`src/core/tws_defines.svh`:
```
`ifndef TWS_DEFINES_SVH
`define TWS_DEFINES_SVH
// power-up delay in microseconds and clock rate in MHz
`define TWS_PWRUP_US 100
`define TWS_CLK_MHZ 20
`define TWS_PWRUP_CYC (`TWS_PWRUP_US * `TWS_CLK_MHZ)
// scl half period in core clocks (400 ns scl period at 20 MHz)
`define TWS_HALF_CYC 4
`define TWS_BITS_PER_BYTE 4'h8
`define TWS_RECOVER_CLKS 4'h9
`define TWS_FIFO_DEPTH 8
`define TWS_FIFO_AW 3
`endif

```
`src/core/tws_pkg.sv`:
```
package tws_pkg;
	typedef enum logic [1:0] {
		TWS_CMD_START,
		TWS_CMD_WRITE,
		TWS_CMD_READ,
		TWS_CMD_STOP
	} tws_cmd_e;

	typedef enum logic [3:0] {
		TWS_ST_PWRUP,
		TWS_ST_IDLE,
		TWS_ST_STA_A,
		TWS_ST_STA_B,
		TWS_ST_BIT_LO,
		TWS_ST_BIT_HI,
		TWS_ST_ACK_LO,
		TWS_ST_ACK_HI,
		TWS_ST_STO_A,
		TWS_ST_STO_B,
		TWS_ST_STO_C,
		TWS_ST_REC_LO,
		TWS_ST_REC_HI
	} tws_state_e;
endpackage

```
`src/core/tws_fifo.sv`:
```
`timescale 1ns/1ns
`include "tws_defines.svh"
// small synchronous fifo with valid/ready on both sides
module tws_fifo #(
	parameter int WIDTH = 10,
	parameter int DEPTH = `TWS_FIFO_DEPTH,
	parameter int AW = `TWS_FIFO_AW
) (
	input wire logic core_clk,
	input wire logic rst,
	input wire logic [WIDTH-1:0] in_data,
	input wire logic in_valid,
	output logic in_ready,
	output logic [WIDTH-1:0] out_data,
	output logic out_valid,
	input wire logic out_ready
);
	logic [WIDTH-1:0] mem [DEPTH];
	logic [AW-1:0] wr_ptr_r;
	logic [AW-1:0] rd_ptr_r;
	logic [AW:0] count_r;
	logic push;
	logic pop;

	// honest full and empty from the occupancy count
	assign in_ready = (count_r != (AW+1)'(DEPTH));
	assign out_valid = (count_r != '0);
	assign out_data = mem[rd_ptr_r];
	assign push = in_valid && in_ready;
	assign pop = out_valid && out_ready;

	// storage has no reset, only pointers and count do
	always_ff @(posedge core_clk)
	begin
		if (push)
			mem[wr_ptr_r] <= in_data;
	end

	// pointers and occupancy
	always_ff @(posedge core_clk or posedge rst)
	begin
		if (rst)
		begin
			wr_ptr_r <= '0;
			rd_ptr_r <= '0;
			count_r <= '0;
		end
		else
		begin
			if (push)
				wr_ptr_r <= wr_ptr_r + 1'b1;
			if (pop)
				rd_ptr_r <= rd_ptr_r + 1'b1;
			if (push && !pop)
				count_r <= count_r + 1'b1;
			else if (pop && !push)
				count_r <= count_r - 1'b1;
		end
	end
endmodule // tws_fifo

```
`src/core/tws_master.sv`:
```
// Overview of operation
// - wait power_up_delay after reset release before first command
// - sample sda on rising scl (this core samples at the end of scl high); change sda only while scl is low
// - shift every byte most significant bit first, one bit per clock
// - each byte is nine scl cycles: eight data bits then acknowledge
// - clock each byte and its acknowledge without pauses
// - sda changes only while scl low, stable during scl high
// - every command sequence opens with a start condition
// - a repeated start may replace stop before the next operation
// - bus idle only when scl and sda are both high
// - transmitter releases sda after the eighth bit falling edge
// - acknowledge is sda held low through the ninth clock high phase
// - master reading ends with nack, leaving sda high on ninth clock
// - receiver releases sda at the end of the ninth clock
// - recovery: clock scl up to nine times until sda high, then start (this core returns to idle and leaves the start to the user)
`timescale 1ns/1ns
`include "tws_defines.svh"
module tws_master #(
	parameter int PWRUP_CYC = `TWS_PWRUP_CYC
) (
	input wire logic core_clk,
	input wire logic rst,
	input wire logic [1:0] cmd,
	input wire logic [7:0] cmd_data,
	input wire logic cmd_last,
	input wire logic cmd_valid,
	output logic cmd_ready,
	input wire logic recover,
	output logic [7:0] rd_data,
	output logic rd_valid,
	output logic ack_seen,
	output logic nack_seen,
	output logic bus_idle,
	output logic busy,
	output logic scl_o,
	output logic scl_oe,
	input wire logic scl_i,
	output logic sda_o,
	output logic sda_oe,
	input wire logic sda_i
);
	// fifo entry: {cmd, last, data}
	logic [10:0] f_out;
	logic f_valid;
	logic f_pop;
	logic f_in_ready;
	tws_pkg::tws_state_e st_r;
	logic [$clog2(PWRUP_CYC+1)-1:0] pwr_cnt_r;
	logic [2:0] half_cnt_r;
	logic [3:0] bit_cnt_r;
	logic [7:0] sh_r;
	logic is_read_r;
	logic last_r;
	logic frame_r;
	logic scl_s1_r;
	logic scl_s2_r;
	logic sda_s1_r;
	logic sda_s2_r;
	logic sda_prev_r;
	logic tick;

	// buffered command queue, back-pressure reaches the caller
	tws_fifo #(.WIDTH(11), .DEPTH(`TWS_FIFO_DEPTH), .AW(`TWS_FIFO_AW)) u_fifo (
		.core_clk(core_clk),
		.rst(rst),
		.in_data({cmd, cmd_last, cmd_data}),
		.in_valid(cmd_valid),
		.in_ready(f_in_ready),
		.out_data(f_out),
		.out_valid(f_valid),
		.out_ready(f_pop)
	);

	function automatic logic half_done(input logic [2:0] c);
		half_done = (c == 3'(`TWS_HALF_CYC - 1));
	endfunction

	assign tick = half_done(half_cnt_r);
	assign f_pop = (st_r == tws_pkg::TWS_ST_IDLE) && f_valid && !recover;
	assign cmd_ready = f_in_ready;

	// two-flop synchronisers on the pins; first stage read only by the second
	always_ff @(posedge core_clk or posedge rst)
	begin
		if (rst)
		begin
			scl_s1_r <= 1'b1;
			scl_s2_r <= 1'b1;
			sda_s1_r <= 1'b1;
			sda_s2_r <= 1'b1;
			sda_prev_r <= 1'b1;
		end
		else
		begin
			scl_s1_r <= scl_i;
			scl_s2_r <= scl_s1_r;
			sda_s1_r <= sda_i;
			sda_s2_r <= sda_s1_r;
			sda_prev_r <= sda_s2_r;
		end
	end

	always_ff @(posedge core_clk or posedge rst)
	begin
		if (rst)
			bus_idle <= 1'b0;
		else
			bus_idle <= scl_s2_r && sda_s2_r && sda_prev_r;
	end

	// half-period timer, restarts on every state change
	always_ff @(posedge core_clk or posedge rst)
	begin
		if (rst)
			half_cnt_r <= '0;
		else if (st_r == tws_pkg::TWS_ST_IDLE || st_r == tws_pkg::TWS_ST_PWRUP || tick)
			half_cnt_r <= '0;
		else
			half_cnt_r <= half_cnt_r + 3'h1;
	end

	always_ff @(posedge core_clk or posedge rst)
	begin
		if (rst)
			pwr_cnt_r <= '0;
		else if (st_r == tws_pkg::TWS_ST_PWRUP)
			pwr_cnt_r <= pwr_cnt_r + 1'b1;
	end

	// scl is push-pull from this end; sda open drain, o tied low
	always_ff @(posedge core_clk or posedge rst)
	begin
		if (rst)
		begin
			scl_oe <= 1'b0;
			scl_o <= 1'b1;
			sda_o <= 1'b0;
		end
		else
		begin
			scl_oe <= 1'b1;
			sda_o <= 1'b0;
			// scl low in low phases, parked low between bytes so no stray clock escapes
			scl_o <= !(st_r == tws_pkg::TWS_ST_BIT_LO || st_r == tws_pkg::TWS_ST_ACK_LO
				|| st_r == tws_pkg::TWS_ST_STO_A || st_r == tws_pkg::TWS_ST_REC_LO
				|| st_r == tws_pkg::TWS_ST_IDLE && frame_r || st_r == tws_pkg::TWS_ST_STA_A && sda_oe
				|| st_r == tws_pkg::TWS_ST_STA_B && tick);
		end
	end

	// main sequencer
	always_ff @(posedge core_clk or posedge rst)
	begin
		if (rst)
		begin
			st_r <= tws_pkg::TWS_ST_PWRUP;
			sda_oe <= 1'b0;
			bit_cnt_r <= '0;
			sh_r <= '0;
			is_read_r <= 1'b0;
			last_r <= 1'b0;
			frame_r <= 1'b0;
			rd_data <= '0;
			rd_valid <= 1'b0;
			ack_seen <= 1'b0;
			nack_seen <= 1'b0;
			busy <= 1'b1;
		end
		else
		begin
			rd_valid <= 1'b0;
			ack_seen <= 1'b0;
			nack_seen <= 1'b0;
			unique case (st_r)
				// nothing issued while the device may be in reset
				tws_pkg::TWS_ST_PWRUP:
				begin
					if (pwr_cnt_r >= ($bits(pwr_cnt_r))'(PWRUP_CYC - 1))
					begin
						st_r <= tws_pkg::TWS_ST_IDLE;
						busy <= 1'b0;
					end
				end
				tws_pkg::TWS_ST_IDLE:
				begin
					// let go of sda once scl is already low; a recover request lets go at once
					if (!scl_o)
						sda_oe <= 1'b0;
					if (recover)
					begin
						sda_oe <= 1'b0;
						bit_cnt_r <= '0;
						busy <= 1'b1;
						st_r <= tws_pkg::TWS_ST_REC_LO;
					end
					else if (f_valid)
					begin
						busy <= 1'b1;
						sh_r <= f_out[7:0];
						last_r <= f_out[8];
						bit_cnt_r <= '0;
						unique case (tws_pkg::tws_cmd_e'(f_out[10:9]))
							// start, also used as repeated start
							tws_pkg::TWS_CMD_START: st_r <= tws_pkg::TWS_ST_STA_A;
							tws_pkg::TWS_CMD_WRITE:
							begin
								is_read_r <= 1'b0;
								st_r <= tws_pkg::TWS_ST_BIT_LO;
							end
							tws_pkg::TWS_CMD_READ:
							begin
								is_read_r <= 1'b1;
								st_r <= tws_pkg::TWS_ST_BIT_LO;
							end
							tws_pkg::TWS_CMD_STOP: st_r <= tws_pkg::TWS_ST_STO_A;
						endcase
					end
				end
				// start: sda released with scl high, then pull sda low
				tws_pkg::TWS_ST_STA_A:
				begin
					sda_oe <= 1'b0;
					if (tick)
						st_r <= tws_pkg::TWS_ST_STA_B;
				end
				tws_pkg::TWS_ST_STA_B:
				begin
					sda_oe <= 1'b1;
					if (tick)
					begin
						frame_r <= 1'b1;
						st_r <= tws_pkg::TWS_ST_IDLE;
						busy <= 1'b0;
					end
				end
				tws_pkg::TWS_ST_BIT_LO:
				begin
					// drive data during scl low; msb first
					if (!scl_o)
						sda_oe <= is_read_r ? 1'b0 : !sh_r[7];
					if (tick)
						st_r <= tws_pkg::TWS_ST_BIT_HI;
				end
				tws_pkg::TWS_ST_BIT_HI:
				begin
					if (tick)
					begin
						// sample at end of scl high phase
						sh_r <= {sh_r[6:0], sda_s2_r};
						bit_cnt_r <= bit_cnt_r + 4'h1;
						// eight bits then the ack cycle, no gaps
						st_r <= (bit_cnt_r == `TWS_BITS_PER_BYTE - 4'h1)
							? tws_pkg::TWS_ST_ACK_LO : tws_pkg::TWS_ST_BIT_LO;
					end
				end
				tws_pkg::TWS_ST_ACK_LO:
				begin
					// release after eighth bit; nack on last read
					if (!scl_o)
						sda_oe <= is_read_r && !last_r;
					if (tick)
						st_r <= tws_pkg::TWS_ST_ACK_HI;
				end
				tws_pkg::TWS_ST_ACK_HI:
				begin
					if (tick)
					begin
						// ack is low through the ninth high phase
						if (is_read_r)
						begin
							rd_data <= sh_r;
							rd_valid <= 1'b1;
						end
						else
						begin
							ack_seen <= !sda_s2_r;
							nack_seen <= sda_s2_r;
						end
						st_r <= tws_pkg::TWS_ST_IDLE;
						busy <= 1'b0;
					end
				end
				// stop: scl low with sda low, scl high, then release sda
				tws_pkg::TWS_ST_STO_A:
				begin
					// hold sda low only after the ninth clock ended
					sda_oe <= 1'b1;
					if (tick)
						st_r <= tws_pkg::TWS_ST_STO_B;
				end
				tws_pkg::TWS_ST_STO_B:
				begin
					if (tick)
						st_r <= tws_pkg::TWS_ST_STO_C;
				end
				tws_pkg::TWS_ST_STO_C:
				begin
					sda_oe <= 1'b0;
					frame_r <= 1'b0;
					if (tick)
					begin
						st_r <= tws_pkg::TWS_ST_IDLE;
						busy <= 1'b0;
					end
				end
				tws_pkg::TWS_ST_REC_LO:
				begin
					if (tick)
						st_r <= tws_pkg::TWS_ST_REC_HI;
				end
				tws_pkg::TWS_ST_REC_HI:
				begin
					if (tick)
					begin
						bit_cnt_r <= bit_cnt_r + 4'h1;
						// stop once sda high or nine clocks used; user then starts
						if (sda_s2_r || bit_cnt_r == `TWS_RECOVER_CLKS - 4'h1)
						begin
							st_r <= tws_pkg::TWS_ST_IDLE;
							busy <= 1'b0;
						end
						else
							st_r <= tws_pkg::TWS_ST_REC_LO;
					end
				end
				default:
					st_r <= tws_pkg::TWS_ST_IDLE;
			endcase
		end
	end
endmodule // tws_master

```
`config.mk`:
```
export PLATFORM = sky130hd
export DESIGN_NAME = tws_master
export DESIGN_NICKNAME = d
export VERILOG_FILES = /design/src/core/tws_pkg.sv /design/src/core/tws_fifo.sv /design/src/core/tws_master.sv
export VERILOG_INCLUDE_DIRS = /design/src /design/src/core
export SDC_FILE = /design/constraint.sdc
export NUM_CORES = 1
export LEC_CHECK = 0
export BUFFER_PORTS_ARGS = -buffer_cell sky130_fd_sc_hd__buf_4
export CAP_MARGIN = 25
export CORE_MARGIN = 8
export CORE_UTILIZATION = 68
export CTS_BUF_LIST = sky130_fd_sc_hd__clkbuf_8
export CTS_CLUSTER_SIZE = 24
export DETAILED_ROUTE_END_ITERATION = 10
export GPL_TIMING_DRIVEN = 0
export PLACE_DENSITY = 0.87
export SLEW_MARGIN = 15
export SYNTH_ARGS = -nofsm -noshare
export SYNTH_HDL_FRONTEND = slang
export SYNTH_HIERARCHICAL = 1
export SYNTH_SLANG_ARGS = --single-unit
```
`constraint.sdc`:
```
create_clock -name core_clk -period 8.55 [get_ports core_clk]
set_input_delay 1.2825 -clock core_clk [delete_from_list [all_inputs] [get_ports core_clk]]
set_output_delay 1.2825 -clock core_clk [all_outputs]
set_load 0.01 [all_outputs]
```
==> impl_metrics.env <==
export IMPL_cts_tree="done"
export IMPL_endpoint_kind="flip-flop"
export IMPL_min_path_cells=0
export IMPL_hold_path_class="flip-flop to flip-flop"
export IMPL_synth_seq_area_share=0.6255
export IMPL_stdcell_area_um2=7725
export IMPL_synth_compound_area_frac=0.05429
export IMPL_clock_latency_ps=450
export IMPL_crit_required_ps=8870
export IMPL_cts_resized_gates=0
export IMPL_cellLeakagePower_nw=2.978
export IMPL_cp_start_kind="flip-flop"
export IMPL_multi_input_area_um2=2345
export IMPL_htreeDepth=4
export IMPL_drive_above_1_share=0.2562
export IMPL_synth_top_family_by_area="multiplexers"
export IMPL_syn_avg_cell_area_um2=14.98
export IMPL_start_util=0.6988
export IMPL_ys_ff_latch=152
export IMPL_placedCellCount=627
export IMPL_status="complete, no violations"
export IMPL_final_antenna_net_count=0
export IMPL_track_usage=0.2204
export IMPL_grt_pass1_wl_mm=21.79
export IMPL_root_buffer="clkbuf_8"
export IMPL_yosys_cell_types_count=65
export IMPL_fp_dieH_um=116.0
export IMPL_place_congestion=0.8870
export IMPL_hold_buffers=0
export IMPL_antenna_found_initial=0
export IMPL_grt_max_degree=40
export IMPL_ios=35
export IMPL_synthAdderAreaFrac=0.02687
export IMPL_synth_mux_area_frac=0.1461
export IMPL_synth_area_um2=6799
export IMPL_cp_max_fo=10
export IMPL_wl_mm=13.57
export IMPL_setup_viol=0
export IMPL_synthToLayoutAreaGrowth_pct=13.62
export IMPL_dieArea_um2=13450
export IMPL_synth_simple_area_share=0.09275
export IMPL_vias=4056
export IMPL_setup_tns_ps=0
export IMPL_path_clk_slew_ps=90
export IMPL_synth_edff_count=88
export IMPL_r2r_cells=10
export IMPL_core_area_um2=9729
export IMPL_final_hold_viol_count=0
export IMPL_synth_main_ff_cell="edfxtp_1"
export IMPL_via_per_inst=6.145
export IMPL_clockBufferDepth=2
export IMPL_finalNonFillerCells=660
export IMPL_placed_area_um2=7311
export IMPL_synth_xor_area_share=0.02190
export IMPL_dp_hpwl_mm=9.316
export IMPL_synth_nets=485
export IMPL_cp_arrival_ps=3510
export IMPL_period_minus_slack_ps=3189
export IMPL_postCtsSetupBuffers=0
export IMPL_drc=0
export IMPL_fmax_mhz=313.6
export IMPL_cts_buffers=17
export IMPL_clock_sinks=152
export IMPL_rsz0062_at_grt="no"
export IMPL_ys_warn_count=6
export IMPL_slew_violations=0
export IMPL_drt_iter0_markers=394
export IMPL_power_per_cell_area_nw_per_um2=214.9
export IMPL_slew_headroom=0.4792
export IMPL_max_slew_worst_pin_slew_ps=780.4
export IMPL_syn_inst=454
export IMPL_wl_per_cell_um=20.56
export IMPL_fin_skew_ps=15.60
export IMPL_grt_pass1_vias=4207
export IMPL_num_rows=36
export IMPL_portBuffers=33
export IMPL_path_class="flip-flop to flip-flop"
export IMPL_maxCapViolations=0
export IMPL_num_antenna_cells=0
export IMPL_peakVddDrop_mv=0.2402
export IMPL_firstDrtPassIters=7
export IMPL_fillCellCount=572
export IMPL_layout_nets=545
export IMPL_regArea_um2=4253
export IMPL_die_w_um=116.0
export IMPL_grt_overflow=0
export IMPL_ys_async_sr_fraction=0.4211
export IMPL_min_period_over_period=0.3730
-- path summary, 6_finish.rpt --
| kind | start | end | slack (ps) |
|---|---|---|---|
| max | st_r[2] | u_fifo/count_r[3] | 5360 |
| min | scl_s1_r | scl_s2_r | 360 |
| max reg2reg | st_r[2] | u_fifo/count_r[3] | 5360 |
| min reg2reg | scl_s1_r | scl_s2_r | 360 |
| max in group asynchronous | rst | sda_s1_r | 7130 |
| min in group asynchronous | rst | bit_cnt_r[0] | 820 |
-- per-layer routing --
layer | part of all wire | GRT usage
met1 | 0.39 | 0.2508
met2 | 0.54 | 0.3950
met3 | 0.049 | 0.05628
met4 | 0.021 | 0.07433
met5 | 0 | 0
-- final cells by class --
cell class,count,area share
sequential,152,0.5505
multi-input combinational,263,0.3035
timing repair buffer,41,0.04487
clock buffer,17,0.03029
clock inverter,15,0.02154
tap,133,0.02154
buffer,24,0.02041
inverter,15,0.007289
-- registers in the layout, summed over array words and instances, names as in the netlist, 3 cells and up --
name	flops
u_fifo/mem	88
rd_data	8
pwr_cnt_r	11
bit_cnt_r	4
half_cnt_r	3
u_fifo/count_r	4
st_r	4
u_fifo/rd_ptr_r	3
sh_r	8
u_fifo/wr_ptr_r	3
-- Yosys cell counts (all sizes together) (2+ instances only) --
cell type,number,area (um2)
ha,13,162.7
mux2,28,326.6
or3,4,25.02
dfrtp,57,1426
and2,2,12.51
inv,15,56.30
edfxtp,88,2643
nor3b,4,30.03
xnor2,16,140.1
or4,3,30.03
a32oi,2,17.52
o31a,3,26.28
nand2,30,115.1
nand3b,5,37.54
conb,2,7.510
mux2i,10,100.1
buf,18,135.1
nor4,4,25.02
o21ai,18,90.09
nor2,22,87.58
o211ai,2,15.01
a21o,3,22.52
nand3,11,55.05
mux4,22,566.8
clkbuf,6,22.52
dfstp,7,183.9
nand2b,6,37.54
a22o,4,35.03
nand4,5,31.28
nor3,9,45.04
a21oi,4,20.02
or2,3,18.77
o21a,2,15.01
nor2b,5,31.28
and3,2,12.51
-- power breakdown --
group          leakage [nW]  switching, mW  internal, mW  total [mW]
Combinational          1.15          0.123        0.0922       0.215
Sequential             1.63         0.0420         0.863       0.905
Clock                 0.199          0.274         0.266       0.540
Total                  2.98          0.439          1.22        1.66
-- worst max-delay path: stages, from the launching register on --
cell and delay, ps:
dfrtp_1 460, buf_2 210, nor4b_1 480, and3_1 340, nand2_1 160, ha_1 280, inv_1 150, ha_1 310
or4_1 480, nand3_1 100, o221ai_1 110
-- metrics by stage --
stage          setup slack (ps)  utilization  hold slack (ps)  total power, mW
6_report                   5361       0.7940            358.1            1.660
2_1_floorplan              5486            -            345.2            1.038
3_3_place_gp               5127       0.7414            348.3            1.086
5_1_grt                    5187       0.7940            361.8            1.727
3_5_place_dp               5039       0.7514            350.0            1.128
4_1_cts                    5375       0.7926            363.3            1.666
-- logic make-up (layout without fill, tap and decap cells) --
kind of cell,Yosys count,count (layout)
other cells,2,2
buf+inv,39,112
mux,60,60
flops,152,152
compound gates,51,51
xor+xnor,17,17
fa+ha+maj,14,14
simple gates,119,119
-- placed cells by master (no fill, tap or decap), drive strengths merged, types with 4 or more instances in the layout --
cell type,n
nand3b,5
inv,22
a22o,4
mux4,22
or3,4
a21oi,4
nand2b,6
buf,59
clkbuf,23
o21ai,18
ha,13
xnor2,16
nand3,11
nor2b,5
nor3,9
nor2,22
nor3b,4
nor4,4
mux2,28
mux2i,10
edfxtp,88
nand4,5
dfrtp,57
dfstp,7
nand2,30
No activity file was read; power rests on OpenSTA's default activity.
